--- config.mk ---
export PLATFORM = sky130hd
export DESIGN_NAME = cssm_serial
export DESIGN_NICKNAME = d
export VERILOG_FILES = /design/src/cssm_pkg.sv /design/src/cssm_serial.sv
export SDC_FILE = /design/constraint.sdc
export NUM_CORES = 1
export LEC_CHECK = 0
export BUFFER_PORTS_ARGS = -buffer_cell sky130_fd_sc_hd__clkbuf_2
export CORE_ASPECT_RATIO = 0.75
export CORE_MARGIN = 10
export CORE_UTILIZATION = 25
export DETAILED_ROUTE_END_ITERATION = 6
export SKIP_LAST_GASP = 1
export SYNTH_ARGS = -nofsm -noshare
export SYNTH_HDL_FRONTEND = slang
export SYNTH_SLANG_ARGS = --single-unit
--- constraint.sdc ---
create_clock -name mclk -period 3.8 [get_ports mclk]
set_input_delay 0.57 -clock mclk [delete_from_list [all_inputs] [get_ports mclk]]
set_output_delay 0.57 -clock mclk [all_outputs]
set_load 0.02 [all_outputs]
--- src/cssm_pkg.sv ---
package cssm_pkg;

  // ****************************************
  // Register map, byte offsets
  // ****************************************
  localparam logic [2:0] ADDR_MODE   = 3'h0;  // serial_mode_reg
  localparam logic [2:0] ADDR_DIV    = 3'h1;  // bit_rate_divisor
  localparam logic [2:0] ADDR_CTRL   = 3'h2;  // serial_ctrl_reg
  localparam logic [2:0] ADDR_TXHOLD = 3'h3;  // tx_holding_reg
  localparam logic [2:0] ADDR_STAT   = 3'h4;  // serial_status_reg
  localparam logic [2:0] ADDR_RXHOLD = 3'h5;  // rx_holding_reg

  // ****************************************
  // Field positions
  // ****************************************
  localparam int MODE_SYNC   = 7;  // sync_mode_sel
  localparam int CTRL_TXEIE  = 7;  // tx_empty_irq_en
  localparam int CTRL_RXIE   = 6;  // rx_irq_en
  localparam int CTRL_TXEN   = 5;  // tx_enable_bit
  localparam int CTRL_RXEN   = 4;  // rx_enable_bit
  localparam int CTRL_MULTIPROC_ID_WAIT_EN   = 3;  // multiproc_id_wait_en
  localparam int CTRL_TXDIE  = 2;  // tx_done_irq_en
  localparam int CTRL_CKHI   = 1;  // clock_sel_hi
  localparam int CTRL_CKLO   = 0;  // clock_sel_lo
  localparam int STAT_TXE    = 7;  // tx_empty_flag
  localparam int STAT_RXF    = 6;  // rx_full_flag
  localparam int STAT_OVR    = 5;  // overrun_flag
  localparam int STAT_FER    = 4;  // framing_error_flag
  localparam int STAT_PER    = 3;  // parity_error_flag
  localparam int STAT_TXD    = 2;  // tx_done_flag

  // ****************************************
  // Reset values and sizes
  // ****************************************
  localparam logic [7:0] RST_MODE = 8'h00;
  localparam logic [7:0] RST_DIV  = 8'h00;
  localparam logic [7:0] RST_CTRL = 8'h00;
  localparam logic [2:0] LAST_BIT = 3'h7;  // Eight-bit character
  localparam logic [2:0] PRE_LAST = 3'h6;

  // Transmit sequencer states
  typedef enum logic [1:0] {
    CSSM_TX_IDLE  = 2'b00,
    CSSM_TX_READY = 2'b01,
    CSSM_TX_SHIFT = 2'b10
  } cssm_tx_type;

endpackage

--- src/cssm_serial.sv ---
`timescale 1ns/1ps
module cssm_serial
  import cssm_pkg::*;
(
  input  wire logic       mclk,
  input  wire logic       sys_rst,
  input  wire logic [2:0] reg_addr,
  input  wire logic [7:0] reg_wdata,
  input  wire logic       reg_wr,
  input  wire logic       reg_rd,
  input  wire logic       dma_access,
  output logic      [7:0] reg_rdata,
  output logic            tx_pin,
  output logic            tx_pin_oe,
  input  wire logic       rx_pin,
  input  wire logic       sck_in,
  output logic            sck_out,
  output logic            sck_oe,
  output logic            tx_empty_irq,
  output logic            tx_done_irq,
  output logic            rx_full_irq,
  output logic            rx_error_irq
);

  // ****************************************
  // Registers
  // ****************************************
  logic [7:0]  mode_q;         // serial_mode_reg
  logic [7:0]  div_q;          // bit_rate_divisor
  logic [7:0]  ctrl_q;         // serial_ctrl_reg
  logic [7:0]  tx_hold_q;      // tx_holding_reg
  logic [7:0]  rx_hold_q;      // rx_holding_reg
  logic [7:0]  tx_shift_q;     // tx_shifter
  logic [7:0]  rx_shift_q;     // rx_shifter
  logic        tx_empty_q;     // Holding register free
  logic        tx_done_q;      // Last character finished
  logic        rx_full_q;      // Holding register has data
  logic        overrun_q;      // Lost character
  logic        fer_q;          // Framing error, clear only here
  logic        per_q;          // Parity error, clear only here
  cssm_tx_type tx_state_q;     // Transmit sequencer
  logic [2:0]  tx_cnt_q;       // Bit being driven
  logic [2:0]  rx_cnt_q;       // Bit being sampled
  logic        tx_pin_q;       // Line level
  logic        sck_gen_q;      // Internal clock level
  logic        sck_oe_q;       // Clock pin driven
  logic [7:0]  div_cnt_q;      // Half-period counter
  logic [7:0]  rdata_q;        // Read answer
  logic [3:0]  irq_q;          // Registered requests
  logic        sck_s1_q;       // Synchroniser stage 1
  logic        sck_s2_q;       // Synchroniser stage 2
  logic        sck_s3_q;       // Edge history
  logic        rx_s1_q;        // Synchroniser stage 1
  logic        rx_s2_q;        // Synchroniser stage 2

  // ****************************************
  // Decode
  // ****************************************
  wire wr_mode   = reg_wr && (reg_addr == ADDR_MODE);
  wire wr_div    = reg_wr && (reg_addr == ADDR_DIV);
  wire wr_ctrl   = reg_wr && (reg_addr == ADDR_CTRL);
  wire wr_txhold = reg_wr && (reg_addr == ADDR_TXHOLD);
  wire wr_stat   = reg_wr && (reg_addr == ADDR_STAT);
  wire rd_rxhold = reg_rd && (reg_addr == ADDR_RXHOLD);

  // Control fields
  wire sync_sel  = mode_q[MODE_SYNC];
  wire te        = ctrl_q[CTRL_TXEN];
  wire re        = ctrl_q[CTRL_RXEN];
  // Internal clock unless the high select picks the pin
  wire int_clk   = sync_sel && !ctrl_q[CTRL_CKHI];
  wire err_any   = overrun_q || fer_q || per_q;
  wire te_clear  = wr_ctrl && !reg_wdata[CTRL_TXEN];

  // Software clears a flag by writing zero to it
  function automatic logic clr_bit(input logic wr, input logic [7:0] d, input int pos);
    clr_bit = wr && !d[pos];
  endfunction

  // ****************************************
  // Clock source and edge events
  // ****************************************
  // Receiver alone needs the internal clock only without transmitter
  wire rx_solo   = re && !te && !err_any;
  wire clk_need  = (tx_state_q != CSSM_TX_IDLE) || rx_solo;
  // A started pulse always finishes high, so the pin rests high
  wire gen_run   = int_clk && (clk_need || !sck_gen_q);
  wire gen_tick  = gen_run && (div_cnt_q == div_q);
  // External edges are acted on three mclk cycles after the pin moves
  wire ext_fall  = !sck_s2_q && sck_s3_q;
  wire ext_rise  = sck_s2_q && !sck_s3_q;
  wire fall_ev   = sync_sel && (int_clk ? (gen_tick && sck_gen_q) : ext_fall);
  wire rise_ev   = sync_sel && (int_clk ? (gen_tick && !sck_gen_q) : ext_rise);

  // Two flip-flops before any logic reads the pins
  always_ff @(posedge mclk or posedge sys_rst)
  begin
    if (sys_rst)
    begin
      sck_s1_q <= 1'b1;
      sck_s2_q <= 1'b1;
      sck_s3_q <= 1'b1;
      rx_s1_q  <= 1'b1;
      rx_s2_q  <= 1'b1;
    end
    else
    begin
      sck_s1_q <= sck_in;
      sck_s2_q <= sck_s1_q;
      sck_s3_q <= sck_s2_q;
      rx_s1_q  <= rx_pin;
      rx_s2_q  <= rx_s1_q;
    end
  end

  // Divider: each tick toggles the internal clock, half period div+1
  always_ff @(posedge mclk or posedge sys_rst)
  begin
    if (sys_rst)
    begin
      div_cnt_q <= 8'h00;
      sck_gen_q <= 1'b1;
      sck_oe_q  <= 1'b0;
    end
    else
    begin
      sck_oe_q <= int_clk;
      if (!gen_run || gen_tick)
        div_cnt_q <= 8'h00;
      else
        div_cnt_q <= div_cnt_q + 8'h01;
      if (!int_clk)
        sck_gen_q <= 1'b1;
      else if (gen_tick)
        sck_gen_q <= !sck_gen_q;
    end
  end

  // ****************************************
  // Transmitter
  // ****************************************
  // A new character is taken when idle or right after bit 7's rise
  wire tx_bit7   = (tx_state_q == CSSM_TX_SHIFT) && (tx_cnt_q == LAST_BIT);
  wire tx_avail  = te && sync_sel && !tx_empty_q && !err_any;
  wire tx_take   = tx_avail && ((tx_state_q == CSSM_TX_IDLE) || (tx_bit7 && rise_ev));
  wire tx_end    = tx_bit7 && rise_ev && !tx_avail;
  // Done is decided when bit 7 goes out on the line
  wire tx_done_set = fall_ev && (tx_state_q == CSSM_TX_SHIFT) && (tx_cnt_q == PRE_LAST)
                     && tx_empty_q;

  // Sequencer; eight pulses per character in either clock mode
  always_ff @(posedge mclk or posedge sys_rst)
  begin
    if (sys_rst)
    begin
      tx_state_q <= CSSM_TX_IDLE;
      tx_shift_q <= 8'h00;
      tx_cnt_q   <= 3'h0;
      tx_pin_q   <= 1'b1;
    end
    else if (te_clear || !te)
    begin
      // Disable forces the transmitter back to its start point
      tx_state_q <= CSSM_TX_IDLE;
      tx_shift_q <= 8'h00;
      tx_cnt_q   <= 3'h0;
    end
    else if (tx_take)
    begin
      tx_shift_q <= tx_hold_q;
      tx_state_q <= CSSM_TX_READY;
    end
    else if (tx_end)
      tx_state_q <= CSSM_TX_IDLE;
    else if (fall_ev && (tx_state_q != CSSM_TX_IDLE) && !tx_bit7)
    begin
      // Each falling edge puts the next bit out, LSB first
      tx_pin_q   <= tx_shift_q[0];
      tx_shift_q <= {1'b0, tx_shift_q[7:1]};
      tx_cnt_q   <= (tx_state_q == CSSM_TX_READY) ? 3'h0 : tx_cnt_q + 3'h1;
      tx_state_q <= CSSM_TX_SHIFT;
    end
  end

  // ****************************************
  // Receiver
  // ****************************************
  // Counter held at zero while off, so each start is aligned
  wire       rx_on     = re && sync_sel && !err_any;
  wire       rx_done   = rise_ev && rx_on && (rx_cnt_q == LAST_BIT);
  wire [7:0] rx_next   = {rx_s2_q, rx_shift_q[7:1]};
  wire       rx_copy   = rx_done && !rx_full_q;
  wire       ovr_set   = rx_done && rx_full_q;

  // Shift on every rising event while the receiver runs
  always_ff @(posedge mclk or posedge sys_rst)
  begin
    if (sys_rst)
    begin
      rx_cnt_q   <= 3'h0;
      rx_shift_q <= 8'h00;
    end
    else if (!rx_on)
      rx_cnt_q <= 3'h0;
    else if (rise_ev)
    begin
      rx_shift_q <= rx_next;
      rx_cnt_q   <= rx_cnt_q + 3'h1;
    end
  end

  // Holding register only changes on a clean copy
  always_ff @(posedge mclk or posedge sys_rst)
  begin
    if (sys_rst)
      rx_hold_q <= 8'h00;
    else if (rx_copy)
      rx_hold_q <= rx_next;
  end

  // ****************************************
  // Status flags; hardware set beats software clear
  // ****************************************
  // A DMA access beside the strobe clears the flag that started it
  wire txe_clr = clr_bit(wr_stat, reg_wdata, STAT_TXE) || (dma_access && wr_txhold);
  wire rxf_clr = clr_bit(wr_stat, reg_wdata, STAT_RXF) || (dma_access && rd_rxhold);

  always_ff @(posedge mclk or posedge sys_rst)
  begin
    if (sys_rst)
    begin
      tx_empty_q <= 1'b1;
      tx_done_q  <= 1'b0;
      rx_full_q  <= 1'b0;
      overrun_q  <= 1'b0;
      fer_q      <= 1'b0;
      per_q      <= 1'b0;
    end
    else
    begin
      tx_empty_q <= te_clear || tx_take || (tx_empty_q && !txe_clr);
      tx_done_q  <= tx_done_set || (tx_done_q && !tx_take
                    && !clr_bit(wr_stat, reg_wdata, STAT_TXD));
      rx_full_q  <= rx_copy || (rx_full_q && !rxf_clr);
      overrun_q  <= ovr_set || (overrun_q && !clr_bit(wr_stat, reg_wdata, STAT_OVR));
      fer_q      <= fer_q && !clr_bit(wr_stat, reg_wdata, STAT_FER);
      per_q      <= per_q && !clr_bit(wr_stat, reg_wdata, STAT_PER);
    end
  end

  // ****************************************
  // Configuration and holding writes
  // ****************************************
  // Format bits other than sync select are stored but never used
  always_ff @(posedge mclk or posedge sys_rst)
  begin
    if (sys_rst)
    begin
      mode_q    <= RST_MODE;
      div_q     <= RST_DIV;
      ctrl_q    <= RST_CTRL;
      tx_hold_q <= 8'h00;
    end
    else
    begin
      if (wr_mode)
        mode_q <= reg_wdata;
      if (wr_div)
        div_q <= reg_wdata;
      if (wr_ctrl)
        ctrl_q <= reg_wdata;
      // Writing while not empty overwrites the pending character
      if (wr_txhold)
        tx_hold_q <= reg_wdata;
    end
  end

  // ****************************************
  // Read port and requests
  // ****************************************
  // Status view; the two low bits always read zero
  wire [7:0] stat_rd = {tx_empty_q, rx_full_q, overrun_q, fer_q, per_q, tx_done_q, 2'b00};
  // Unmapped offsets answer zero
  wire [7:0] rd_mux  = (reg_addr == ADDR_MODE)   ? mode_q    :
                       (reg_addr == ADDR_DIV)    ? div_q     :
                       (reg_addr == ADDR_CTRL)   ? ctrl_q    :
                       (reg_addr == ADDR_TXHOLD) ? tx_hold_q :
                       (reg_addr == ADDR_STAT)   ? stat_rd   :
                       (reg_addr == ADDR_RXHOLD) ? rx_hold_q : 8'h00;
  // Error request has priority and replaces the full request
  wire [3:0] irq_d = {tx_empty_q && ctrl_q[CTRL_TXEIE],
                      tx_done_q && ctrl_q[CTRL_TXDIE],
                      rx_full_q && !err_any && ctrl_q[CTRL_RXIE],
                      err_any && ctrl_q[CTRL_RXIE]};

  // Read answer lasts one cycle; requests lag their flags by one edge
  always_ff @(posedge mclk or posedge sys_rst)
  begin
    if (sys_rst)
    begin
      rdata_q <= 8'h00;
      irq_q   <= 4'h0;
    end
    else
    begin
      rdata_q <= reg_rd ? rd_mux : 8'h00;
      irq_q   <= irq_d;
    end
  end

  // Every output is taken straight from a flip-flop
  assign reg_rdata    = rdata_q;
  assign tx_pin       = tx_pin_q;
  assign tx_pin_oe    = ctrl_q[CTRL_TXEN];
  assign sck_out      = sck_gen_q;
  assign sck_oe       = sck_oe_q;
  assign tx_empty_irq = irq_q[3];
  assign tx_done_irq  = irq_q[2];
  assign rx_full_irq  = irq_q[1];
  assign rx_error_irq = irq_q[0];
endmodule

# After elaboration in Yosys (flattened, before gate mapping)
# Index checks and enable logic that the tools add are counted.
[totals] reg_bits=98 input_bits=18 out_inout_bits=16 word_cells=180
[op_classes] add_sub_neg=3 eq_ne=16 muxes=27 n_bitwise=3 n_reduce_logical=104
[op_table] cell="$mux 8" n=12
[op_table] cell="$logic_and 1x1->1" n=56
[op_table] cell="$logic_not 1->1" n=24
[op_table] cell="$mux 3" n=7
[op_table] cell="$eq 3x3->1 const B" n=5
[op_table] cell="$logic_or 1x1->1" n=14
[op_table] cell="$add 8x1->8 const B" n=1
[op_table] cell="$eq 8x8->1" n=1
[op_table] cell="$mux 2" n=4
[op_table] cell="$add 3x1->3 const B" n=2
[op_table] cell="$eq 3x2->1 const B" n=2
[op_table] cell="$ne 2x1->1 const B" n=3
[op_table] cell="$mux 1" n=4
[op_table] cell="$reduce_and 2->1" n=2
[op_table] cell="$reduce_and 4->1" n=1
[op_table] cell="$reduce_bool 2->1" n=2
[op_table] cell="$reduce_bool 4->1" n=1
[op_table] cell="$eq 3x1->1 const B" n=1
[op_table] cell="$logic_not 3->1" n=1
[op_table] cell="$ne 3x2->1 const B" n=1
[op_table] cell="$not 1->1" n=3
[op_table] cell="$reduce_and 3->1" n=1
[op_table] cell="$reduce_bool 3->1" n=1
[op_table] cell="$eq 2x1->1 const B" n=1
[op_table] cell="3 further kinds" n=3

# Logic depth before layout (Yosys ltp)
# Gate-level depths: netlist of run 1.
[logic_depth] depth_word=18 ltp_mapped=10

# Least setup slack after synthesis of run 1
# No wires, ideal clock.
[synth_timing] path_type="register -> register" startpoint="register sck_gen_q (netlist: sck_out)" endpoint="register tx_shift_q[3]" setup_ps=99 arrival_ps=2136 required_time_ps=3701 setup_slack_ps=1565 stages_incl_launch_ff=8 period_less_slack_ps=2235 path_cell_list="dfstp_2 -> or3b_2 -> a22o_2 -> nand4_1 -> a21o_1 -> buf_2 -> nand2_1 -> a311oi_1"
[synth_between] elab_chain_len=12 word_cells_on_any_way=21
[synth_lines] element="start: declaration" line_no="cssm_serial.sv:45" rtl="logic sck_gen_q;"
[synth_lines] element="start signal: assignment" line_no="cssm_serial.sv:135" rtl="sck_gen_q <= !sck_gen_q;"
[synth_lines] element="$logic_not 1->1" line_no="cssm_serial.sv:87, cssm_serial.sv:93"
[synth_lines] element="$logic_or 1x1->1" line_no="cssm_serial.sv:87" rtl="wire gen_run = int_clk && (clk_need || !sck_gen_q);"
[synth_lines] element="$logic_and 1x1->1" line_no="cssm_serial.sv:87"
[synth_lines] element="$logic_and 1x1->1" line_no="cssm_serial.sv:88" rtl="wire gen_tick = gen_run && (div_cnt_q == div_q);"
[synth_lines] element="$logic_and 1x1->1" line_no="cssm_serial.sv:93" rtl="wire rise_ev = sync_sel && (int_clk ? (gen_tick && !sck_gen_q) : ext_rise);"
[synth_lines] element="$mux 1" line_no="cssm_serial.sv:93"
[synth_lines] element="$logic_and 1x1->1" line_no="cssm_serial.sv:93"
[synth_lines] element="$logic_and 1x1->1" line_no="cssm_serial.sv:145, cssm_serial.sv:146"
[synth_lines] element="$logic_or 1x1->1" line_no="cssm_serial.sv:145" rtl="wire tx_take = tx_avail && ((tx_state_q == CSSM_TX_IDLE) || (tx_bit7 && rise_ev));"
[synth_lines] element="$logic_and 1x1->1" line_no="cssm_serial.sv:145"
[synth_lines] element="$ne 3x2->1 (no line), or another cell as far along"
[synth_lines] element="$reduce_and 2->1 (no line) / $mux 8 (equally long branches)"
[synth_lines] element="end signal: assignment" line_no="cssm_serial.sv:170" rtl="tx_shift_q <= tx_hold_q;"
[synth_lines] element="end signal: assignment" line_no="cssm_serial.sv:179" rtl="tx_shift_q <= {1'b0, tx_shift_q[7:1]};"
[synth_lines] element="end: declaration" line_no="cssm_serial.sv:33" rtl="logic [7:0] tx_shift_q;"
# Several ways; a longest one is shown, not always the timed one.
# A chain may end at the register's enable or synchronous reset.

# Worst setup path after layout of run 1
[layout_timing] startpoint="register fer_q" endpoint="register rx_hold_q[1]"
[layout_between] elab_chain_len=14 word_cells_on_any_way=15
[layout_lines] element="start: declaration" line_no="cssm_serial.sv:39" rtl="logic fer_q;"
[layout_lines] element="start signal: assignment" line_no="cssm_serial.sv:246" rtl="fer_q <= fer_q && !clr_bit(wr_stat, reg_wdata, STAT_FER);"
[layout_lines] element="$logic_or 1x1->1 (*) (2 in series)" line_no="cssm_serial.sv:72" rtl="wire err_any = overrun_q || fer_q || per_q;"
[layout_lines] element="$logic_not 1->1 (*)" line_no="cssm_serial.sv:84, cssm_serial.sv:189"
[layout_lines] element="$logic_and 1x1->1" line_no="cssm_serial.sv:84" rtl="wire rx_solo = re && !te && !err_any;"
[layout_lines] element="$logic_or 1x1->1" line_no="cssm_serial.sv:85" rtl="wire clk_need = (tx_state_q != CSSM_TX_IDLE) || rx_solo;"
[layout_lines] element="$logic_or 1x1->1" line_no="cssm_serial.sv:87"
[layout_lines] element="$logic_and 1x1->1" line_no="cssm_serial.sv:87"
[layout_lines] element="$logic_and 1x1->1" line_no="cssm_serial.sv:88"
[layout_lines] element="$logic_and 1x1->1" line_no="cssm_serial.sv:93"
[layout_lines] element="$mux 1" line_no="cssm_serial.sv:93"
[layout_lines] element="$logic_and 1x1->1" line_no="cssm_serial.sv:93"
[layout_lines] element="$logic_and 1x1->1 (*) (2 in series)" line_no="cssm_serial.sv:190" rtl="wire rx_done = rise_ev && rx_on && (rx_cnt_q == LAST_BIT);"
[layout_lines] element="$logic_and 1x1->1 (*)" line_no="cssm_serial.sv:192" rtl="wire rx_copy = rx_done && !rx_full_q;"
[layout_lines] element="end signal: assignment" line_no="cssm_serial.sv:218" rtl="rx_hold_q <= rx_next;"
[layout_lines] element="end: declaration" line_no="cssm_serial.sv:32" rtl="logic [7:0] rx_hold_q;"
# Mark *: on every way between the ends. The rest lies on a longest branch, timed or not.

==> impl_metrics.yaml, run 1 <==
synth:
  synthAdderAreaFrac_pct: 1.680
  synth_commonest_cells: "dfrtp_1, mux2_2, nor2_1"
  syn_nets: 405
  synth-xor-area-share_pct: 2.940
  yosysSeqAreaShare_pct: 54.55
  synth-simple-area-share_pct: 14.17
  syn_area_um2: 4468
  synthArstFlopShare_pct: 100.0
  synth_compound_area_share_pct: 8.877
  synth.largest_area_cell: "dfrtp_1"
  syn-instance-count: 381
  yosys-top-cells-area: "dfrtp_1, mux2_2, dfstp_2, nor2_1, mux2i_1"
  yosysMostFrequentCell: "dfrtp_1"
  ys_ff_latch: 97
  yosys.area.top_type_share_pct: 49.85
  synth-main-ff-cell: "dfrtp_1"
  yosys_warnings: 0
  synth_top_family_by_area: "multiplexers"
  synth_cell_type_count: 47
  syn_area_per_cell_um2: 11.73
  synth_edf_count: 0
  synth_mux_area_share_pct: 15.93
sta:
  slew_headroom_pct: 55.35
  hold_viol: 0
  setup_violations: 0
  rsz0062_at_grt: "false"
  fin_crit_ps: 2590
  setup_tns_ps: 0
  period_share_pct: 68.15
  tightestPinTransition_ps: 667.3
  final_max_slew_viol_count: 0
  skew_ps: 9.519
  clock.fmax_ghz: 0.3861
  hold_ws_ps: 272.4
floorplanning:
  initial_core_util_pct: 25.38
  ios: 34
  dieArea_um2: 23680
  die_width_um: 174.4
  fp-row-count: 42
  core-area_um2: 17600
  die_h_um: 135.8
placement:
  port_buffers: 33
  place.gp.congestion: 0.8189
  dp_hpwl_mm: 8.153
global_route:
  grt_usage_pct: 9.669
  grt_pass1_wl_mm: 18.17
  overflow: 0
  antenna_found_initial: 1
  grt_pass1_vias: 3176
  grt_max_degree: 41
flow_run:
  maxCapViolations: 0
clocking:
  clk_pin_slew_worst_paths_ps: 70
  holdBufCountCts: 0
  cts_resized: 0
  cts_inserted_buffers: 9
  cts_tree: "yes"
  h-tree-depth: 3
  cts.sinks: 97
  clockRootBuffer: "clkbuf_16"
  post_cts_buffers: 0
  ctsLongestPathBuffers: 2
  clk_latency_ps: 350
routing:
  ant_nets: 0
  vias: 3049
  drt_drc_violations_left: 0
  vias_per_cell: 4.599
  drt_first_pass_iters: 4
  drt_iter0_drc: 302
  routed_wl_mm: 11.03
  avgRoutedWirePerCell_um: 16.63
setup_path:
  worstPathRequired_ps: 4030
  critPathCaptureType: "register"
  arrival_ps: 2820
  critPathLaunchType: "register"
  crit_fanout: 9
  path_class: "register to register"
outcome:
  status: "finished, final reports clean"
worst_hold_path:
  worst_hold_path_type: "input port to asynchronous set/reset pin"
final_layout:
  areaGrowthSynthToFinish_pct: 16.33
  layout-drive-gt1-share_pct: 28.57
  fin_nets: 439
pwr:
  powerDensity_nw_per_um2: 487.1
  total_power_uw: 2532
  p_leak_uw: 0.002351
  ir_worst_vdd_mv: 0.2552
## worst paths after layout
kind                                from      endpoint  slack, ps  depth (start not counted)
worst min-delay path             sys_rst        sck_oe        270                          2
worst min register to register  sck_s1_q      sck_s2_q        350                          0
worst max register to register     fer_q  rx_hold_q[1]       1210                          5
min in group mclk                 rx_pin       rx_s1_q        310                          1
max in group asynchronous        sys_rst    tx_empty_q       2640                          3
worst max-delay path               fer_q  rx_hold_q[1]       1210                          5
## cell families (layout without fill, tap and decap cells)
family                   count (synthesis)  after routing
AND/OR/NAND/NOR                        121            121
flip-flops                              97             97
multiplexers                            64             64
AO/OA/AOI/OAI                           58             58
buffers and inverters                   20             59
XOR/XNOR                                15             15
adder cells (fa/ha/maj)                  6              6
other                                    0              1
## area by class of cell
class,count,area [um^2]
clock buffers,9,225.2
diodes,1,2.502
multi-input cells,264,1948
flip-flops and latches,97,2437
repair buffers,37,195.2
fillers,1794,12410
inverters,6,25.02
well taps,242,302.8
clock inverters,7,61.31
## sequential cells by signal, indices dropped and copies added (netlist names), 2 cells and up
name,count
tx_hold_q,8
rx_shift_q,7
mode_q,8
tx_cnt_q,3
ctrl_q,8
reg_rdata,8
tx_shift_q,8
rx_hold_q,8
div_cnt_q,8
irq_q,4
div_q,8
tx_state_q,2
rx_cnt_q,3
## stage by stage
stage          worst slack, ps  cell area (um^2)  cells  util [%]
2_1_floorplan            709.5              4468    381         -
3_3_place_gp              1316              4908    646     27.88
3_5_place_dp              1257              4908    646     27.88
4_1_cts                   1231              5195    662     29.51
5_1_grt                   1083              5197    663     29.52
6_report                  1210              5197    663     29.52
## worst max-delay path, stage by stage, from the launching register on
cell and delay [ps]:
dfrtp_1 400, nor3_1 520, nand3_1 360, o31ai_4 610, nand3b_4 230, mux2_4 340
## layer usage
layer  track usage, %  wire, um  vias to the layer above  part of all wire (%)
met2            13.95      4974                       75                    45
met4            2.842        92                        0                  0.83
met1            13.73      5428                     1540                    49
li1                 -         -                     1425                     -
met3            2.646       532                        9                   4.8
met5                0         0                        -                     0
## layout by cell type, fill, tap and decap left out, drive strengths merged, types with 2 or more instances in the layout
master    netlist  final
nor2b           6      6
and3            4      4
nand3          10     10
dfstp           8      8
mux2           48     48
inv             6      9
a211oi          6      6
or3             3      3
clkbuf         10     42
nand3b          7      7
dfrtp          89     89
clkinvlp        0      2
a22o            3      3
buf             4      4
a21oi          16     16
nor2           43     43
o21ai          13     13
a311oi          8      8
clkinv          0      2
o21a            3      3
xnor2           2      2
nand2          28     28
a21o            2      2
nor4            2      2
ha              6      6
xor2           13     13
and2            5      5
nand4           5      5
nand2b          2      2
mux2i          16     16
o211ai          3      3
## where the power goes
part | switching [uW] | total, uW | leakage, uW | internal, uW
clock | 421 | 877 | 0.000135 | 456
combinational | 213 | 375 | 0.000962 | 162
sequential | 122 | 1280 | 0.00125 | 1160
No activity file was read; power rests on OpenSTA's default activity.
==> run 2: changes to the inputs <==
==> constraint.sdc (replaced) <==
create_clock -name mclk -period 2.5 [get_ports mclk]
set_input_delay 0.375 -clock mclk [delete_from_list [all_inputs] [get_ports mclk]]
set_output_delay 0.375 -clock mclk [all_outputs]
set_load 0.02 [all_outputs]
==> impl_metrics.yaml, run 2 (same netlist as run 1, synthesis figures left out) <==
routing:
  avgRoutedWirePerCell_um: 16.52
  vias_per_cell: 4.618
  ant_nets: 0
  vias: 3094
  routed_wl_mm: 11.07
  drt_drc_violations_left: 0
  drt_iter0_drc: 235
  drt_first_pass_iters: 4
pwr:
  swShare_pct: 26.61
  switchingPower_uw: 1101
  clkPwrFrac_pct: 38.7
  intPower_uw: 3038
  combPwrFrac_pct: 15.0
  powerDensity_nw_per_um2: 775.6
  ir_worst_vdd_mv: 0.3066
  seqPwrFrac_pct: 46.3
  p_leak_uw: 0.002429
  total_power_uw: 4139
clocking:
  clk_pin_slew_worst_paths_ps: 60
  post_cts_buffers: 0
  ctsLongestPathBuffers: 2
  cts_inserted_buffers: 9
  clockRootBuffer: "clkbuf_16"
  holdBufCountCts: 0
  h-tree-depth: 3
  cts_tree: "yes"
  cts.sinks: 97
  clk_latency_ps: 350
final_layout:
  fin_nets: 447
  layout_common_cells: "dfrtp_1, mux2_2, nor2_1"
  layout_commonest_cell: "dfrtp_1"
  diodes: 0
  layout-drive-gt1-share_pct: 30.37
  finalInstanceArea_um2: 5336
  fin_util_pct: 30.31
  areaGrowthSynthToFinish_pct: 19.43
sta:
  setup_tns_ps: 0
  clock.fmax_ghz: 0.4284
  skew_ps: 5.642
  slew_headroom_pct: 54.82
  setup_violations: 0
  hold_viol: 0
  fin_crit_ps: 2334
  rsz0062_at_grt: "false"
  final_max_slew_viol_count: 0
  period_share_pct: 93.36
  hold_ws_ps: 106.8
  tightestPinTransition_ps: 673.2
setup_path:
  crit_fanout: 14
  critPathLaunchType: "register"
  arrival_ps: 2570
  critPathCaptureType: "register"
  worstPathRequired_ps: 2730
  path_class: "register to register"
floorplanning:
  die_h_um: 135.8
  initial_core_util_pct: 25.38
  core-area_um2: 17600
  fp-row-count: 42
  ios: 34
  die_width_um: 174.4
  dieArea_um2: 23680
placement:
  place.gp.congestion: 0.8140
  place_area_um2: 4982
  dp_hpwl_mm: 7.979
  port_buffers: 33
global_route:
  grt_pass1_wl_mm: 17.99
  antenna_found_initial: 0
  overflow: 0
  grt_pass1_vias: 3257
  grt_max_degree: 98
  grt_usage_pct: 9.548
worst_hold_path:
  worst_hold_path_type: "input port to register"
outcome:
  status: "finished, final reports clean"
flow_run:
  maxCapViolations: 0
[run 2: cell count changes in the layout (fill, tap and decap cells not counted)]
cell,delta
buf_12,+1
diode_2,-1
buf_4,+7
clkinv_4,-1
a21o_1,-2
inv_4,-1
clkinvlp_4,-1
inv_6,-1
clkinv_2,+1
bufinv_16,+3
inv_8,-1
a21o_2,+2
clkbuf_8,+1
[run 2: worst max-delay path, stage by stage (launching register included)]
cell	delay [ps]
dfstp_2	580
or3b_2	450
a22o_2	310
nand4_1	160
a21o_2	310
nand2_1	100
a311oi_1	300
[run 2: cell type report]
| class | count | area (um^2) |
|---|---|---|
| clock inverter | 6 | 112.6 |
| multi-input combinational | 264 | 1951 |
| timing repair buffer | 45 | 267.8 |
| tap | 242 | 302.8 |
| inverter | 6 | 26.28 |
| sequential | 97 | 2437 |
| clock buffer | 10 | 239.0 |
| fill | 1760 | 12270 |
[run 2: power groups by stage]
stage          clock network, uW  registers (uW)  logic [uW]
3_3_place_gp                   0            1940         603
6_report                    1600            1920         620
3_5_place_dp                   0            1940         620
4_1_cts                     1630            1910         626
2_1_floorplan                  0            1920         405
5_1_grt                     1700            1940         679
[run 2: path summary, 6_finish.rpt]
kind / start / end / slack, ps / cells past startpoint
setup reg to reg: sck_out / tx_shift_q[5] / 170 / 6
hold reg to reg: sck_s1_q / sck_s2_q / 360 / 0
setup / recovery: sck_out / tx_shift_q[5] / 170 / 6
hold / removal: rx_pin / rx_s1_q / 110 / 1
min in group asynchronous: sys_rst / tx_cnt_q[2] / 170 / 3
max in group asynchronous: sys_rst / tx_empty_q / 1950 / 3
[run 2: what timing repair did]
item / 4_1_cts / 5_1_grt
setup endpoints to repair: 0 / 7
endpoints found under the hold margin: 0 / 0
resized for setup: 0 / 2
[run 2: metrics by stage]
stage | std cells | setup WS [ps]
floorplan | 381 | 264.6
global placement | 654 | 192.8
detailed placement | 654 | 56.04
CTS | 670 | 47.70
global route | 670 | 25.36
finish | 670 | 166.0
[run 2: layer usage]
metal	share of wire, %	GRT usage [%]
met1	47	12.69
met2	48	14.80
met4	1.2	2.890
met3	3.9	2.674
met5	0	0
